===== src/bpsc_regs.svh =====
/*
  register indices, field positions, reset values and timing figures
  for the bridge power state control block.
  assumes: included by bare name from bridge, host and bench modules.
*/
`ifndef BPSC_REGS_SVH
`define BPSC_REGS_SVH
// ----------------------------------------
// register indices (config word select)
// ----------------------------------------
`define BPSC_REG_POWER_CONTROL_STATUS_REG   2'h0
`define BPSC_REG_CMD     2'h1
`define BPSC_REG_CAPS    2'h2
`define BPSC_REG_SOCK    2'h3
// ----------------------------------------
// field positions
// ----------------------------------------
`define BPSC_PS_LSB      0
`define BPSC_WEN_BIT     8
`define BPSC_WFLAG_BIT   15
`define BPSC_CMD_MEM     0
`define BPSC_CMD_IO      1
`define BPSC_CMD_MST     2
`define BPSC_CMD_IRQ     3
`define BPSC_CMD_SLOT    4
`define BPSC_SOCK_EVT_LSB 8
`define BPSC_EVT_WAKE    0
`define BPSC_EVT_REMOVE  1
// ----------------------------------------
// reset values
// ----------------------------------------
`define BPSC_CAPS_RST    16'hf800
`define BPSC_CMD_RST     4'h0
`define BPSC_MASK_RST    8'h00
// ----------------------------------------
// timing
// ----------------------------------------
`define BPSC_CLK_MHZ     250
`define BPSC_D2_REC_US   200
`define BPSC_D3_REC_MS   10
`define BPSC_SOFT_RST_CYC 16
`endif


===== src/bpsc_pkg.sv =====
/*
  types shared by both ends of the power state control link.
  assumes: bpsc_regs.svh holds all numeric constants.
*/
package bpsc_pkg;
  typedef enum logic [1:0] {
    BPSC_PS_D0, BPSC_PS_D1, BPSC_PS_D2, BPSC_PS_D3HOT
  } bpsc_ps_t;
  typedef enum logic [2:0] {
    ST_D0_UNINIT, ST_D0_ACT, ST_D1, ST_D2, ST_D3HOT, ST_SOFT_RST, ST_D3COLD
  } bpsc_state_t;
  typedef enum logic [1:0] {
    H_IDLE, H_WAIT_RD, H_RECOVER
  } bpsc_hstate_t;
endpackage : bpsc_pkg


===== src/bpsc_if.sv =====
/*
  configuration access link between host software end and bridge.
  assumes: both ends share one clock; testbench instantiates it.
*/
`timescale 1ns/1ps
interface bpsc_if;
  logic        cfg_wr;
  logic        cfg_rd;
  logic [1:0]  cfg_addr;
  logic [15:0] cfg_wdata;
  logic [15:0] cfg_rdata;
  logic        cfg_rvalid;
  modport dev  (input cfg_wr, cfg_rd, cfg_addr, cfg_wdata, output cfg_rdata, cfg_rvalid);
  modport host (output cfg_wr, cfg_rd, cfg_addr, cfg_wdata, input cfg_rdata, cfg_rvalid);
endinterface : bpsc_if


===== src/bpsc_dev.sv =====
/*
  bridge end: power state machine, config registers, bus gating,
  soft reset from D3hot and aux-powered wake context.
  assumes: i_rst_b is the primary bus reset; i_aux_rst_b is the
  aux-supply power-on reset; pins arrive asynchronously.
*/
// Summary of operation
// supports D0, D1, D2, D3hot and D3cold
// D3hot leaves by D0 write or reset
// D3cold leaves only via reset with power
// reset gives D0 uninit, wake context kept while wen set
// D0 entry uninitialized until software initializes
// D2 initiates only wake event signalling
// D2 answers config, memory/io disabled
// no mastering or interrupts until active
// software waits 200 us after D2 exit
// D3 keeps wake context when enabled
// D3 exits only to D0, full reinit
// software waits 10 ms after D3 exit
// D3hot config readable, wake bits operational
// D3hot still answers configuration accesses
// D3hot to D0 soft reset, no reset lines
// drivers disabled during soft reset transition
// only wake context survives soft reset
// loss of supply enters D3cold at once
// reset from D3 reloads power-on defaults
// aux keeps socket mask/events and caps bit15
// D3cold with aux: card removal cuts slot power
// D2 stops secondary card clock
// software sets/reads state via power field
// two-bit state field, illegal writes ignored
`timescale 1ns/1ps
`include "bpsc_regs.svh"
module bpsc_dev
  import bpsc_pkg::*;
#(
  parameter logic [15:0] CAPS_VAL = `BPSC_CAPS_RST
) (
  // clock and resets
  input  wire logic i_ref_clk,
  input  wire logic i_rst_b,
  input  wire logic i_aux_rst_b,
  // config link
  bpsc_if.dev       cfg,
  // pins from board and slot
  input  wire logic i_vcc_good,
  input  wire logic i_aux_pwr,
  input  wire logic i_card_present,
  input  wire logic i_card_wake,
  // gating and slot controls
  output logic       o_mem_io_en,
  output logic       o_master_en,
  output logic       o_irq_en,
  output logic       o_drivers_en,
  output logic       o_card_clk_run,
  output logic       o_card_bus_reset_n,
  output logic       o_slot_vcc_en,
  output logic       o_wake_req,
  output logic [1:0] o_power_state
);
  localparam int SRW = $clog2(`BPSC_SOFT_RST_CYC + 1);
  if (CAPS_VAL[15] != 1'b1) begin : g_caps_check
    $error("bridge must claim wake from D3cold");
  end

  function automatic logic [1:0] ps_of(input bpsc_state_t s);
    unique case (s)
      ST_D1:                            ps_of = BPSC_PS_D1;
      ST_D2:                            ps_of = BPSC_PS_D2;
      ST_D3HOT, ST_SOFT_RST, ST_D3COLD: ps_of = BPSC_PS_D3HOT;
      ST_D0_UNINIT, ST_D0_ACT:          ps_of = BPSC_PS_D0;
    endcase
  endfunction : ps_of

  // ----------------------------------------
  // pin synchronisers (aux domain, alive in D3cold)
  // ----------------------------------------
  logic [3:0] sync_a;
  logic [3:0] sync_b;
  always_ff @(posedge i_ref_clk or negedge i_aux_rst_b) begin
    if (!i_aux_rst_b) begin
      sync_a <= 4'h0;
      sync_b <= 4'h0;
    end else begin
      sync_a <= {i_card_wake, i_card_present, i_aux_pwr, i_vcc_good};
      sync_b <= sync_a;
    end
  end
  wire vcc_ok   = sync_b[0];
  wire aux_ok   = sync_b[1];
  wire card_in  = sync_b[2];
  wire card_wk  = sync_b[3];

  // ----------------------------------------
  // main state, command and readback
  // ----------------------------------------
  bpsc_state_t state, next_state;
  logic [3:0]  cmd, next_cmd;
  logic [SRW-1:0] srcnt, next_srcnt;
  logic [15:0] rdata, next_rdata;
  logic        rvalid, next_rvalid;
  logic        rst_seen, next_rst_seen;
  logic        next_mem_io;
  logic        next_mst;
  logic        next_irq;
  logic        next_drv;
  logic        next_clk;
  logic        next_card_bus_reset_n;
  logic [1:0]  next_ps;
  // wake context (aux domain)
  logic        wen, next_wen;
  logic        wflag, next_wflag;
  logic [7:0]  smask, next_smask;
  logic [7:0]  sevt, next_sevt;
  logic        slot, next_slot;
  logic        card_prev, wk_prev;
  logic        next_wake;

  wire pwr_up  = state != ST_D3COLD;
  wire acc_ok  = pwr_up && state != ST_SOFT_RST;  // drivers off while soft resetting
  wire wr_ps   = acc_ok && cfg.cfg_wr && cfg.cfg_addr == `BPSC_REG_POWER_CONTROL_STATUS_REG;
  wire wr_cmd  = acc_ok && cfg.cfg_wr && cfg.cfg_addr == `BPSC_REG_CMD;
  wire wr_sock = acc_ok && cfg.cfg_wr && cfg.cfg_addr == `BPSC_REG_SOCK;
  wire [1:0] wps = cfg.cfg_wdata[`BPSC_PS_LSB +: 2];
  wire removed = card_prev && !card_in;
  wire [7:0] new_evt = {6'h00, removed, card_wk && !wk_prev};

  always_comb begin
    next_state    = state;
    next_cmd      = cmd;
    next_srcnt    = srcnt;
    next_rdata    = rdata;
    next_rvalid   = 1'b0;
    next_rst_seen = 1'b0;
    if (!vcc_ok) begin
      next_state = ST_D3COLD;
      next_cmd   = `BPSC_CMD_RST;
    end else begin
      unique case (state)
        ST_D0_UNINIT, ST_D0_ACT, ST_D1, ST_D2: begin
          if (wr_ps) begin
            unique case (wps)
              BPSC_PS_D0: next_state = (state == ST_D0_UNINIT) ? ST_D0_UNINIT : ST_D0_ACT;
              BPSC_PS_D1: next_state = (state == ST_D0_UNINIT) ? state : ST_D1;
              BPSC_PS_D2: next_state = (state == ST_D0_UNINIT) ? state : ST_D2;
              BPSC_PS_D3HOT: next_state = ST_D3HOT;
            endcase
          end else if (wr_cmd && state == ST_D0_UNINIT && cfg.cfg_wdata[3:0] != 4'h0) begin
            next_state = ST_D0_ACT;
          end
          if (wr_cmd) next_cmd = cfg.cfg_wdata[3:0];
        end
        ST_D3HOT: begin
          if (wr_ps && wps == BPSC_PS_D0) begin
            next_state = ST_SOFT_RST;
            next_srcnt = SRW'(`BPSC_SOFT_RST_CYC);
            next_cmd   = `BPSC_CMD_RST;
          end
        end
        ST_SOFT_RST: begin
          next_srcnt = srcnt - SRW'(1);
          if (srcnt == SRW'(1)) next_state = ST_D0_UNINIT;
        end
        ST_D3COLD: next_state = ST_D3COLD;
      endcase
    end
    if (acc_ok && cfg.cfg_rd) begin
      next_rvalid = 1'b1;
      unique case (cfg.cfg_addr)
        `BPSC_REG_POWER_CONTROL_STATUS_REG: next_rdata = {wflag, 6'h00, wen, 6'h00, ps_of(state)};
        `BPSC_REG_CMD:   next_rdata = {11'h000, slot, cmd};
        `BPSC_REG_CAPS:  next_rdata = CAPS_VAL;
        `BPSC_REG_SOCK:  next_rdata = {sevt, smask};
      endcase
    end
    next_ps     = ps_of(next_state);
    // memory/io, mastering and interrupts only once active
    next_mem_io = next_state == ST_D0_ACT && next_cmd[1:0] != 2'h0;
    next_mst    = next_state == ST_D0_ACT && next_cmd[`BPSC_CMD_MST];
    next_irq    = next_state == ST_D0_ACT && next_cmd[`BPSC_CMD_IRQ];
    next_drv    = next_state != ST_SOFT_RST && next_state != ST_D3COLD;
    next_clk    = next_state == ST_D0_UNINIT || next_state == ST_D0_ACT
                  || next_state == ST_D1;
    next_card_bus_reset_n   = next_state != ST_D3COLD;
  end

  always_ff @(posedge i_ref_clk or negedge i_rst_b) begin
    if (!i_rst_b) begin
      state              <= ST_D0_UNINIT;
      cmd                <= `BPSC_CMD_RST;
      srcnt              <= '0;
      rdata              <= 16'h0000;
      rvalid             <= 1'b0;
      rst_seen           <= 1'b1;
      o_mem_io_en        <= 1'b0;
      o_master_en        <= 1'b0;
      o_irq_en           <= 1'b0;
      o_drivers_en       <= 1'b0;
      o_card_clk_run     <= 1'b0;
      o_card_bus_reset_n <= 1'b0;
      o_power_state      <= BPSC_PS_D0;
    end else begin
      state              <= next_state;
      cmd                <= next_cmd;
      srcnt              <= next_srcnt;
      rdata              <= next_rdata;
      rvalid             <= next_rvalid;
      rst_seen           <= next_rst_seen;
      o_mem_io_en        <= next_mem_io;
      o_master_en        <= next_mst;
      o_irq_en           <= next_irq;
      o_drivers_en       <= next_drv;
      o_card_clk_run     <= next_clk;
      o_card_bus_reset_n <= next_card_bus_reset_n;
      o_power_state      <= next_ps;
    end
  end
  assign cfg.cfg_rdata  = rdata;
  assign cfg.cfg_rvalid = rvalid;

  // ----------------------------------------
  // wake context: survives soft reset, and primary reset only while wen is set
  // ----------------------------------------
  always_comb begin
    next_wen   = wen;
    next_wflag = wflag;
    next_smask = smask;
    next_sevt  = sevt;
    next_slot  = slot;
    if (rst_seen && !wen) begin
      next_wflag = 1'b0;
      next_smask = `BPSC_MASK_RST;
      next_sevt  = 8'h00;
      next_slot  = 1'b0;
    end
    if (wr_ps) begin
      next_wen = cfg.cfg_wdata[`BPSC_WEN_BIT];
      if (cfg.cfg_wdata[`BPSC_WFLAG_BIT]) next_wflag = 1'b0;
    end
    if (wr_cmd) next_slot = cfg.cfg_wdata[`BPSC_CMD_SLOT];
    if (wr_sock) begin
      next_smask = cfg.cfg_wdata[7:0];
      next_sevt  = next_sevt & ~cfg.cfg_wdata[15:8];
    end
    // set beats clear so an event in the clearing cycle survives
    next_sevt = next_sevt | new_evt;
    if ((new_evt & smask) != 8'h00) next_wflag = 1'b1;
    if (removed && (pwr_up || aux_ok)) next_slot = 1'b0;
    next_wake = next_wflag && next_wen;
  end

  always_ff @(posedge i_ref_clk or negedge i_aux_rst_b) begin
    if (!i_aux_rst_b) begin
      wen           <= 1'b0;
      wflag         <= 1'b0;
      smask         <= `BPSC_MASK_RST;
      sevt          <= 8'h00;
      slot          <= 1'b0;
      card_prev     <= 1'b0;
      wk_prev       <= 1'b0;
      o_wake_req    <= 1'b0;
      o_slot_vcc_en <= 1'b0;
    end else begin
      wen           <= next_wen;
      wflag         <= next_wflag;
      smask         <= next_smask;
      sevt          <= next_sevt;
      slot          <= next_slot;
      card_prev     <= card_in;
      wk_prev       <= card_wk;
      o_wake_req    <= next_wake;
      o_slot_vcc_en <= next_slot && card_in;
    end
  end
endmodule : bpsc_dev


===== src/flat_wrapper.sv =====
// flat-port wrapper written by rule: the top's interface ports become plain ports
module bpsc_dev_flat import bpsc_pkg::*;
#(
  parameter logic [15:0] CAPS_VAL = `BPSC_CAPS_RST
)
  (i_ref_clk, i_rst_b, i_aux_rst_b, i_vcc_good, i_aux_pwr, i_card_present, i_card_wake, o_mem_io_en, o_master_en, o_irq_en, o_drivers_en, o_card_clk_run, o_card_bus_reset_n, o_slot_vcc_en, o_wake_req, o_power_state, cfg_cfg_wr, cfg_cfg_rd, cfg_cfg_addr, cfg_cfg_wdata, cfg_cfg_rdata, cfg_cfg_rvalid);
  bpsc_if cfg_i ();
  input  wire logic i_ref_clk;
  input  wire logic i_rst_b;
  input  wire logic i_aux_rst_b;
  input  wire logic i_vcc_good;
  input  wire logic i_aux_pwr;
  input  wire logic i_card_present;
  input  wire logic i_card_wake;
  output logic o_mem_io_en;
  output logic o_master_en;
  output logic o_irq_en;
  output logic o_drivers_en;
  output logic o_card_clk_run;
  output logic o_card_bus_reset_n;
  output logic o_slot_vcc_en;
  output logic o_wake_req;
  output logic [1:0] o_power_state;
  input wire logic [$bits(cfg_i.cfg_wr)-1:0] cfg_cfg_wr;
  input wire logic [$bits(cfg_i.cfg_rd)-1:0] cfg_cfg_rd;
  input wire logic [$bits(cfg_i.cfg_addr)-1:0] cfg_cfg_addr;
  input wire logic [$bits(cfg_i.cfg_wdata)-1:0] cfg_cfg_wdata;
  output wire logic [$bits(cfg_i.cfg_rdata)-1:0] cfg_cfg_rdata;
  output wire logic [$bits(cfg_i.cfg_rvalid)-1:0] cfg_cfg_rvalid;
  assign cfg_i.cfg_wr = cfg_cfg_wr;
  assign cfg_i.cfg_rd = cfg_cfg_rd;
  assign cfg_i.cfg_addr = cfg_cfg_addr;
  assign cfg_i.cfg_wdata = cfg_cfg_wdata;
  assign cfg_cfg_rdata = cfg_i.cfg_rdata;
  assign cfg_cfg_rvalid = cfg_i.cfg_rvalid;
  bpsc_dev #(.CAPS_VAL(CAPS_VAL)) u_core (.i_ref_clk(i_ref_clk), .i_rst_b(i_rst_b), .i_aux_rst_b(i_aux_rst_b), .cfg(cfg_i), .i_vcc_good(i_vcc_good), .i_aux_pwr(i_aux_pwr), .i_card_present(i_card_present), .i_card_wake(i_card_wake), .o_mem_io_en(o_mem_io_en), .o_master_en(o_master_en), .o_irq_en(o_irq_en), .o_drivers_en(o_drivers_en), .o_card_clk_run(o_card_clk_run), .o_card_bus_reset_n(o_card_bus_reset_n), .o_slot_vcc_en(o_slot_vcc_en), .o_wake_req(o_wake_req), .o_power_state(o_power_state));
endmodule

===== config.mk =====
export PLATFORM = sky130hd
export DESIGN_NAME = bpsc_dev_flat
export DESIGN_NICKNAME = d
export VERILOG_FILES = /design/src/bpsc_pkg.sv /design/src/bpsc_if.sv /design/src/bpsc_dev.sv /design/src/flat_wrapper.sv
export VERILOG_INCLUDE_DIRS = /design/src /design/src/src
export SDC_FILE = /design/constraint.sdc
export NUM_CORES = 1
export LEC_CHECK = 0
export BUFFER_PORTS_ARGS = -buffer_cell sky130_fd_sc_hd__buf_2
export CORE_ASPECT_RATIO = 0.9
export CORE_MARGIN = 4
export CORE_UTILIZATION = 38
export DETAILED_ROUTE_END_ITERATION = 8
export PLACE_DENSITY_LB_ADDON = 0.12
export SYNTH_ARGS = -nofsm -noshare
export SYNTH_HDL_FRONTEND = slang
export SYNTH_SLANG_ARGS = --single-unit

===== constraint.sdc =====
create_clock -name i_ref_clk -period 2.7 [get_ports i_ref_clk]
set_input_delay 0.135 -clock i_ref_clk [delete_from_list [all_inputs] [get_ports i_ref_clk]]
set_output_delay 0.135 -clock i_ref_clk [all_outputs]
set_load 0.01 [all_outputs]

==> results of run 1 <==
==> power by group through the flow <==
stage	clock [W]	combinational (W)	sequential [W]
after floorplan	0	0.0000377	0.00107
after global placement	0	0.0000889	0.00107
after detailed placement	0	0.0000888	0.00107
after CTS	0.00109	0.000106	0.00105
after global routing	0.00113	0.000116	0.00105
final	0.00106	0.000103	0.00105
==> worst max-delay path, cell delays in order (launching register included) <==
cell	delay (ps)
dfrtp_1	510
nor2b_1	240
a21boi_2	190
nor4b_2	500
or3b_1	460
a211oi_2	210
==> timing repair <==
action	4_1_cts	5_1_grt
setup endpoints to repair	0	0
hold buffers	15	0
endpoints found under the hold margin	81	0
==> final cells by class <==
type	count	area, sq um
Clock buffer	11	151
Clock inverter	5	106
Fill cell	709	3840
Timing Repair Buffer	70	430
Tap cell	96	120
Inverter	6	22.5
Multi-Input combinational cell	191	1100
Sequential cell	69	1730
==> kinds of logic (layout without fill, tap and decap cells) <==
logic type,after synthesis,count (layout),synth area share (%)
AOI/OAI and AO/OA,71,71,15.1
xor gates and xnor gates,4,4,1.20
adders and majority gates,2,2,0.853
buffers and inverters,23,92,3.41
DFF,69,69,58.9
muxes,5,5,1.75
other,1,1,0.128
and+or+nand+nor,108,108,18.7
==> worst max path at each step <==
stage,endpoint,slack [ps],cells past startpoint
CTS,u_core.o_master_en$_DFF_PN0_,550,5
global route,u_core.smask[1]$_DFFE_PN0P_,390,6
floorplan,u_core.o_mem_io_en$_DFF_PN0_,770,6
finish,u_core.o_master_en$_DFF_PN0_,510,5
global placement,u_core.smask[0]$_DFFE_PN0P_,630,5
detailed placement,u_core.o_master_en$_DFF_PN0_,570,5
==> per-stage QoR <==
step                total power (W)  setup slack (ps)  util (%)
floorplan                   0.00111               769         -
global placement            0.00116               633      43.4
detailed placement          0.00116               569      43.4
CTS                         0.00225               549      48.8
global route                0.00230               386      48.8
finish                      0.00222               507      48.8
==> sequential cells by signal, indices dropped and copies added (netlist names), 2 cells and up <==
name / flops
u_core.sync_b: 4
u_core.sevt: 8
u_core.cmd: 4
u_core.cfg.cfg_rdata: 16
u_core.srcnt: 5
u_core.sync_a: 4
u_core.smask: 8
u_core.o_power_state: 2
u_core.state: 3
==> layout by cell type (no fill, tap or decap), types with 2 or more instances in the layout <==
cell	instances
a21oi_1	16
a22oi_1	2
a31o_1	2
a31oi_1	2
and2_1	7
buf_2	53
buf_4	2
bufinv_16	3
clkbuf_8	11
dfrtp_1	68
dlygate4sd3_1	15
ha_1	2
inv_1	5
mux2i_1	4
nand2_1	58
nand3_1	8
nand3b_1	2
nand4_1	3
nor2_1	7
nor2b_1	7
nor4b_1	2
o21ai_0	12
o21ai_1	19
o2bb2ai_1	2
o31ai_1	3
or2_2	2
xnor2_1	3
==> layer usage <==
layer / wire, microns / global-route usage, % / part of all wire [%]
met1: 3150 / 21.3 / 48
met2: 2900 / 21.1 / 44
met3: 423 / 6.07 / 6.4
met4: 98 / 4.71 / 1.5
met5: 0 / 0 / 0
==> results.json, run 1 <==
{
  "combPwrFrac_pct": 4.7,
  "rr_endpoint": "u_core.o_master_en$_DFF_PN0_",
  "min_from": "cfg_cfg_wdata[2]",
  "cts_inserted_buffers": 9,
  "rows": 30,
  "power_switching_share_pct": 21.0,
  "p_int_w": 0.00175,
  "avgSynthCellArea_sq_um": 10.4,
  "viasPerCell": 4.87,
  "syn_nets": 312,
  "synth-edff-count": 0,
  "post-cts-setup-buffers": 0,
  "setup_viol": 0,
  "hold_slack_ps": 36.2,
  "cts_sinks": 69,
  "period_minus_slack_ps": 2190,
  "antenna_found_initial": 0,
  "die_h_microns": 91.3,
  "clock_latency_ps": 350,
  "die-area_sq_um": 9190,
  "io_buffers": 53,
  "power_switching_w": 0.000465,
  "worstPathRequired_ps": 2970,
  "drtPass1Iterations": 4,
  "place_inst": 417,
  "ys_seq_area_share_pct": 58.9,
  "cts_tree": "built",
  "wirelength_microns": 6570,
  "routedWlPerCell_microns": 14.7,
  "first_iter_violations": 86,
  "dr_total_vias": 2182,
  "drive_above_1_share_pct": 23.9,
  "hpwl_microns": 4530,
  "grt_pass1_wl_microns": 10800,
  "synth_area_sq_um": 2930,
  "hp-class": "in2reg",
  "critPathMaxFanout": 12,
  "outcome": "completed",
  "initial_core_util_pct": 39.1,
  "p_leak_nw": 1.71,
  "antenna_left": 0,
  "finalHoldViolations": 0,
  "grt.total_usage_pct": 15.1,
  "synthTopCellsByArea": "dfrtp_1 58%, nand2_1 7.4%, o21ai_1 3.2%",
  "synthCells": 283,
  "h-tree-depth": 3,
  "grt_max_degree": 39,
  "die_x_microns": 101,
  "final-max-slew-violation-count": 0,
  "fin_skew_ps": 9.22,
  "tns_ps": 0,
  "clk_pin_slew_ps": 70,
  "cts_buffer_depth": 2,
  "path_class": "reg2reg",
  "start_kind": "flop",
  "cp-startpoint": "u_core.state[2]$_DFF_PN0_",
  "reg2reg_depth": 5,
  "route.detailed.drc": 0,
  "arrival_ps": 2460,
  "synth_commonest_cells": "68 x dfrtp_1, 58 x nand2_1, 19 x o21ai_1",
  "cts_root_buffer": "clkbuf_8",
  "synth_flop_cell": "dfrtp_1",
  "hold_path_end": "u_core.smask[2]$_DFFE_PN0P_",
  "final_nets": 376,
  "p_seq_share_pct": 47.4,
  "worst_pin_slew_ps": 859,
  "synth_area_leader_cell": "dfrtp_1",
  "synth_most_common_cell": "dfrtp_1",
  "final_area_sq_um": 3660,
  "hold_depth": 3,
  "cts_resized": 0,
  "ir_drop_uv": 323,
  "area_delta_synth_final_pct": 24.9,
  "grt_pass1_vias": 2160,
  "gp_congestion": 0.787,
  "yosysWarnings": 0,
  "core_area_sq_um": 7510,
  "clockPowerShare_pct": 48.0,
  "fin_cells": 448,
  "yosysTopAreaCellShare_pct": 58.0,
  "ios": 54,
  "place_area_sq_um": 3250,
  "r2r_slack_ps": 510,
  "cp-end-kind": "flop",
  "timing.final.crit_share_pct": 81.2,
  "gr-total-overflow": 0,
  "powerDensity_nw_per_um2": 605,
  "max_slew_margin_pct": 42.7,
  "clock.fmax_mhz": 456,
  "synth_seq_cells": 69,
  "r2r_start": "u_core.state[2]$_DFF_PN0_",
  "synth.distinct_cells": 57,
  "rsz0062_at_grt": "no",
  "diodes": 0,
  "drv_cap": 0,
  "async_flop_share_pct": 100
}
Power figures use the tool's default switching activity.
==> run 2, diff against run 1 <==
--- a/config.mk
+++ b/config.mk
@@ -6,6 +6,7 @@
 export SDC_FILE = /design/constraint.sdc
 export NUM_CORES = 1
 export LEC_CHECK = 0
+export ABC_AREA = 1
 export BUFFER_PORTS_ARGS = -buffer_cell sky130_fd_sc_hd__buf_2
 export CORE_ASPECT_RATIO = 0.9
 export CORE_MARGIN = 4
==> constraint.sdc (replaced) <==
create_clock -name i_ref_clk -period 2.3 [get_ports i_ref_clk]
set_input_delay 0.115 -clock i_ref_clk [delete_from_list [all_inputs] [get_ports i_ref_clk]]
set_output_delay 0.115 -clock i_ref_clk [all_outputs]
set_load 0.01 [all_outputs]
==> results.json, run 2 <==
{
  "io_buffers": 53,
  "start_kind": "flop",
  "hpwl_microns": 4960,
  "initial_core_util_pct": 39.2,
  "synth_flop_cell": "dfrtp_1",
  "gp_congestion": 0.867,
  "routedWlPerCell_microns": 13.5,
  "highest_layer": "met4",
  "combPwrFrac_pct": 5.7,
  "die_h_microns": 91.7,
  "powerDensity_nw_per_um2": 643,
  "die_x_microns": 101,
  "p_seq_share_pct": 52.3,
  "power_switching_w": 0.000535,
  "wirelength_microns": 6730,
  "viasPerCell": 4.63,
  "synth_area_leader_cell": "dfrtp_1",
  "timing.final.crit_share_pct": 71.9,
  "rsz0062_at_grt": "no",
  "met1Wirelength_microns": 3460,
  "largest_reg_flops": 16,
  "synth-edff-count": 0,
  "die-area_sq_um": 9270,
  "met3_length_microns": 417,
  "h-tree-depth": 3,
  "mostFrequentLayoutCells": "83 x nand2_1, 68 x dfrtp_1, 53 x buf_2, 41 x inv_1, 22 x o21ai_0",
  "core_area_sq_um": 7540,
  "worst_pin_slew_ps": 866,
  "p_leak_nw": 1.90,
  "synth.distinct_cells": 35,
  "synth_commonest_cells": "83 x nand2_1, 68 x dfrtp_1, 41 x inv_1",
  "antenna_left": 0,
  "synth_seq_cells": 69,
  "cts_buffer_depth": 2,
  "grt.total_usage_pct": 15.8,
  "final_nets": 426,
  "synth_area_sq_um": 2960,
  "max_slew_margin_pct": 42.3,
  "ir_drop_uv": 321,
  "drive_above_1_share_pct": 24.4,
  "multi_input_area_sq_um": 1030,
  "finish.utilization_pct": 49.1,
  "cts_root_buffer": "clkbuf_8",
  "power_switching_share_pct": 22.5,
  "cts_inserted_buffers": 9,
  "grt_max_degree": 39,
  "ys_seq_area_share_pct": 58.4,
  "drv_cap": 0,
  "synthCells": 320,
  "diodes": 0,
  "final_common_cell": "nand2_1",
  "yosysTopAreaCellShare_pct": 57.5,
  "synth_most_common_cell": "nand2_1",
  "route.detailed.drc": 0,
  "async_flop_share_pct": 100,
  "area_delta_synth_final_pct": 25.2,
  "cts_resized": 0,
  "critPathMaxFanout": 8,
  "grt_pass1_wl_microns": 11200,
  "cts_tree": "built",
  "outcome": "completed",
  "yosysWarnings": 0,
  "final-max-slew-violation-count": 0,
  "grt_pass1_vias": 2277,
  "p_int_w": 0.00185,
  "ff_latch_area_sq_um": 1730,
  "r2r_slack_ps": 650,
  "fin_skew_ps": 9.87,
  "finalHoldViolations": 0,
  "syn_nets": 349,
  "avgSynthCellArea_sq_um": 9.25,
  "period_minus_slack_ps": 1650,
  "wl_met2_microns": 2820,
  "cts_sinks": 69,
  "synthTopCellsByArea": "dfrtp_1 57%, nand2_1 11%, inv_1 5.2%",
  "clock.fmax_mhz": 605,
  "worstPathRequired_ps": 2550,
  "drtPass1Iterations": 4,
  "setup_viol": 0,
  "fin_ws_ps": 647,
  "clockPowerShare_pct": 42.0,
  "dr_total_vias": 2305,
  "clock_latency_ps": 340,
  "cp-end-kind": "flop",
  "rows": 30,
  "hp-class": "in2reg",
  "pre_cts_ws_ps": 672,
  "path_class": "reg2reg",
  "clk_pin_slew_ps": 80,
  "gr-total-overflow": 0,
  "first_iter_violations": 112,
  "nFillCells": 732,
  "ios": 54,
  "arrival_ps": 1900,
  "tns_ps": 0,
  "antenna_found_initial": 0
}
run 2: cell count changes after synthesis, moves of 7 or more:
cell      before  now
nand2_1       58   83
inv_1          5   41
nor2b_1        7    0
o22ai_1        1   11
o21ai_0       12   22
clkbuf_1      12    1
nor2_1         7   15
o21ai_1       19    3
run 2: repair_timing:
item                                   CTS  global route
hold buffers                            16             0
setup buffers                            0             0
endpoints found under the hold margin   82             0
run 2: cell families (layout without fill, tap and decap cells):
family	Yosys count	in the layout	share of synthesized area, %
buffers and inverters	52	134	6.76
and+or+nand+nor	135	135	21.7
DFF	69	69	58.4
adders and majority gates	2	2	0.845
AOI/OAI and AO/OA	61	61	12.2
other	1	1	0.127
run 2: worst max-delay path, cell delays in order (launching register included):
cell	delay, ps
dfrtp_1	530
nand3_2	190
nand3_4	150
nor2_1	70
inv_1	180
nand2_1	240
o21ai_0	220
run 2: layout make-up:
type	count	area share (%)
inverters	47	4.76
well taps	96	3.24
multi-input cells	199	27.8
flip-flops and latches	69	46.6
clock buffers	11	4.08
clock inverters	5	1.59
repair buffers	71	11.9
run 2: power groups by stage:
stage	Sequential, W	Clock [W]	Combinational [W]
floorplan	0.00127	0	0.0000384
global placement	0.00127	0	0.000118
detailed placement	0.00127	0	0.000117
CTS	0.00125	0.00105	0.000138
global route	0.00125	0.00110	0.000155
finish	0.00125	0.00100	0.000135
run 2: path summary, 6_finish.rpt:
path                                                  from                          end  depth (start not counted)
worst max-delay path             u_core.state[2]$_DFF_PN0_  u_core.smask[7]$_DFFE_PN0P_                          6
worst min register to register  u_core.sync_a[2]$_DFF_PN0_   u_core.sync_b[2]$_DFF_PN0_                          0
worst max register to register   u_core.state[2]$_DFF_PN0_  u_core.smask[7]$_DFFE_PN0P_                          6
min in group asynchronous                      i_aux_rst_b   u_core.sync_a[0]$_DFF_PN0_                          2
max in group asynchronous                          i_rst_b      u_core.cmd[2]$_DFF_PN0_                          2
worst min-delay path                      cfg_cfg_wdata[9]     u_core.sevt[1]$_DFF_PN0_                          4
run 2: stage by stage:
step / hold WS [ps] / area (sq um) / instances / power [W]
floorplan: -181 / 2960 / 320 / 0.00131
CTS: 15.9 / 3710 / 498 / 0.00244
detailed placement: 191 / 3340 / 466 / 0.00139
finish: 41.8 / 3710 / 498 / 0.00238
global route: 42.0 / 3710 / 498 / 0.00250
global placement: 198 / 3340 / 466 / 0.00139
run 2: per-layer routing:
layer  vias to the layer above  GRT usage [%]
li1                       1187              -
met1                      1070           23.7
met2                        46           20.9
met3                         2           5.40
met4                         0           5.98
met5                         -              0
==> run 3, diff against run 2 <==
==> constraint.sdc (replaced) <==
create_clock -name i_ref_clk -period 1.7 [get_ports i_ref_clk]
set_input_delay 0.085 -clock i_ref_clk [delete_from_list [all_inputs] [get_ports i_ref_clk]]
set_output_delay 0.085 -clock i_ref_clk [all_outputs]
set_load 0.01 [all_outputs]
==> results.json, run 3 (same netlist as run 2, synthesis figures left out) <==
{
  "outcome": "completed",
  "arrival_ps": 1880,
  "viasPerCell": 4.79,
  "combPwrFrac_pct": 5.9,
  "initial_core_util_pct": 39.2,
  "ir_drop_uv": 511,
  "p_seq_share_pct": 52.5,
  "place_inst": 469,
  "start_kind": "flop",
  "rows": 30,
  "grt_pass1_vias": 2335,
  "clockPowerShare_pct": 41.5,
  "first_iter_violations": 117,
  "gp_congestion": 0.807,
  "cts_tree": "built",
  "mostFrequentLayoutCells": "79 x nand2_1, 65 x dfrtp_1, 53 x buf_2, 40 x inv_1, 22 x o21ai_0",
  "power_switching_share_pct": 24.4,
  "h-tree-depth": 3,
  "die_x_microns": 101,
  "clk_pin_slew_ps": 80,
  "path_class": "reg2reg",
  "cts_sinks": 69,
  "wirelength_microns": 6980,
  "cp-end-kind": "flop",
  "core_area_sq_um": 7540,
  "largest_reg_flops": 16,
  "worst_pin_slew_ps": 681,
  "place_area_sq_um": 3360,
  "cts_root_buffer": "clkbuf_8",
  "hpwl_microns": 5070,
  "grt_max_degree": 39,
  "drv_cap": 0,
  "drtPass1Iterations": 4,
  "finish.utilization_pct": 50.6,
  "finalHoldViolations": 0,
  "drive_above_1_share_pct": 28.5,
  "ios": 54,
  "worstPathRequired_ps": 1970,
  "setup_viol": 0,
  "clock.fmax_mhz": 624,
  "period_minus_slack_ps": 1600,
  "nFillCells": 726,
  "grt.total_usage_pct": 16.2,
  "timing.final.crit_share_pct": 94.3,
  "route.detailed.drc": 0,
  "final_area_sq_um": 3820,
  "final_nets": 434,
  "diodes": 0,
  "final_common_cell": "nand2_1",
  "max_slew_margin_pct": 54.6,
  "power.total_w": 0.00321,
  "final-max-slew-violation-count": 0,
  "area_delta_synth_final_pct": 29.0,
  "p_leak_nw": 1.93,
  "die-area_sq_um": 9270,
  "dr_total_vias": 2424,
  "fin_skew_ps": 6.44,
  "routedWlPerCell_microns": 13.8,
  "powerDensity_nw_per_um2": 841,
  "hp-class": "in2reg",
  "clock_latency_ps": 340,
  "fin_cells": 506,
  "p_int_w": 0.00243,
  "power_switching_w": 0.000782,
  "critPathMaxFanout": 5,
  "die_h_microns": 91.7,
  "io_buffers": 53,
  "cts_buffer_depth": 2,
  "antenna_left": 0,
  "grt_pass1_wl_microns": 11600,
  "cts_inserted_buffers": 9,
  "gr-total-overflow": 0,
  "antenna_found_initial": 0
}
==> run 3: cell count changes in the layout (fill, tap and decap cells not counted), sizes merged <==
cell,previous run,this run
inv,45,46
clkinvlp,2,3
clkbuf,11,9
buf,55,63
==> run 3: area by class of cell <==
type                    count  area [sq um]  share of cell area [%]
repair buffers             79           500                    13.1
inverters                  47           179                    4.69
flip-flops and latches     69          1730                    45.4
multi-input cells         199          1090                    28.5
clock buffers               9           124                    3.24
well taps                  96           120                    3.15
clock inverters             7          75.1                    1.97
==> run 3: worst max-delay path, stage by stage (launching register included) <==
cell and delay [ps]:
dfrtp_2 460, inv_4 100, nand3_4 110, nand3_4 140
nor2_4 70, nand2_1 70, nand2_2 70, a21oi_2 200
nand4_2 180, nor2_1 130
==> run 3: power groups by stage <==
| stage | Clock, W | Sequential [W] | Combinational (W) |
|---|---|---|---|
| after floorplan | 0 | 0.00172 | 0.0000519 |
| after global placement | 0 | 0.00172 | 0.000165 |
| after detailed placement | 0 | 0.00172 | 0.000164 |
| after CTS | 0.00138 | 0.00169 | 0.000193 |
| after global routing | 0.00146 | 0.00169 | 0.000217 |
| final | 0.00133 | 0.00169 | 0.000191 |
==> run 3: final timing paths <==
check | to | slack (ps) | cells after the start | startpoint
setup / recovery | u_core.o_master_en$_DFF_PN0_ | 100 | 9 | u_core.state[0]$_DFF_PN0_
hold / removal | u_core.sevt[1]$_DFF_PN0_ | 10 | 4 | cfg_cfg_wdata[9]
setup reg to reg | u_core.o_master_en$_DFF_PN0_ | 100 | 9 | u_core.state[0]$_DFF_PN0_
hold reg to reg | u_core.sync_b[0]$_DFF_PN0_ | 350 | 0 | u_core.sync_a[0]$_DFF_PN0_
max in group asynchronous | u_core.smask[7]$_DFFE_PN0P_ | 940 | 2 | i_aux_rst_b
min in group asynchronous | u_core.cfg.cfg_rdata[11]$_DFFE_PN0P_ | 310 | 3 | i_rst_b
==> run 3: routing by layer <==
metal	vias to the layer above	global-route usage, %	share of wire [%]
met1	1160	24.2	51
li1	1213	-	-
met5	-	0	0
met2	46	22.3	44
met3	5	4.26	4.3
met4	0	6.31	0.89
==> run 3: timing repair <==
item | in CTS | in global routing
endpoints found under the setup margin | 0 | 15
buffers inserted | 0 | 5
resized for setup | 0 | 17
hold buffers | 16 | 0
endpoints found under the hold margin | 82 | 0
==> run 3: through the flow <==
step	TNS, ps	setup WS (ps)	hold slack (ps)
3_5_place_dp	0	55.4	165
6_report	0	96.7	14.5
5_1_grt	-16.8	-9.74	22.9
4_1_cts	0	23.8	0.760
3_3_place_gp	0	22.7	170
2_1_floorplan	0	271	-211
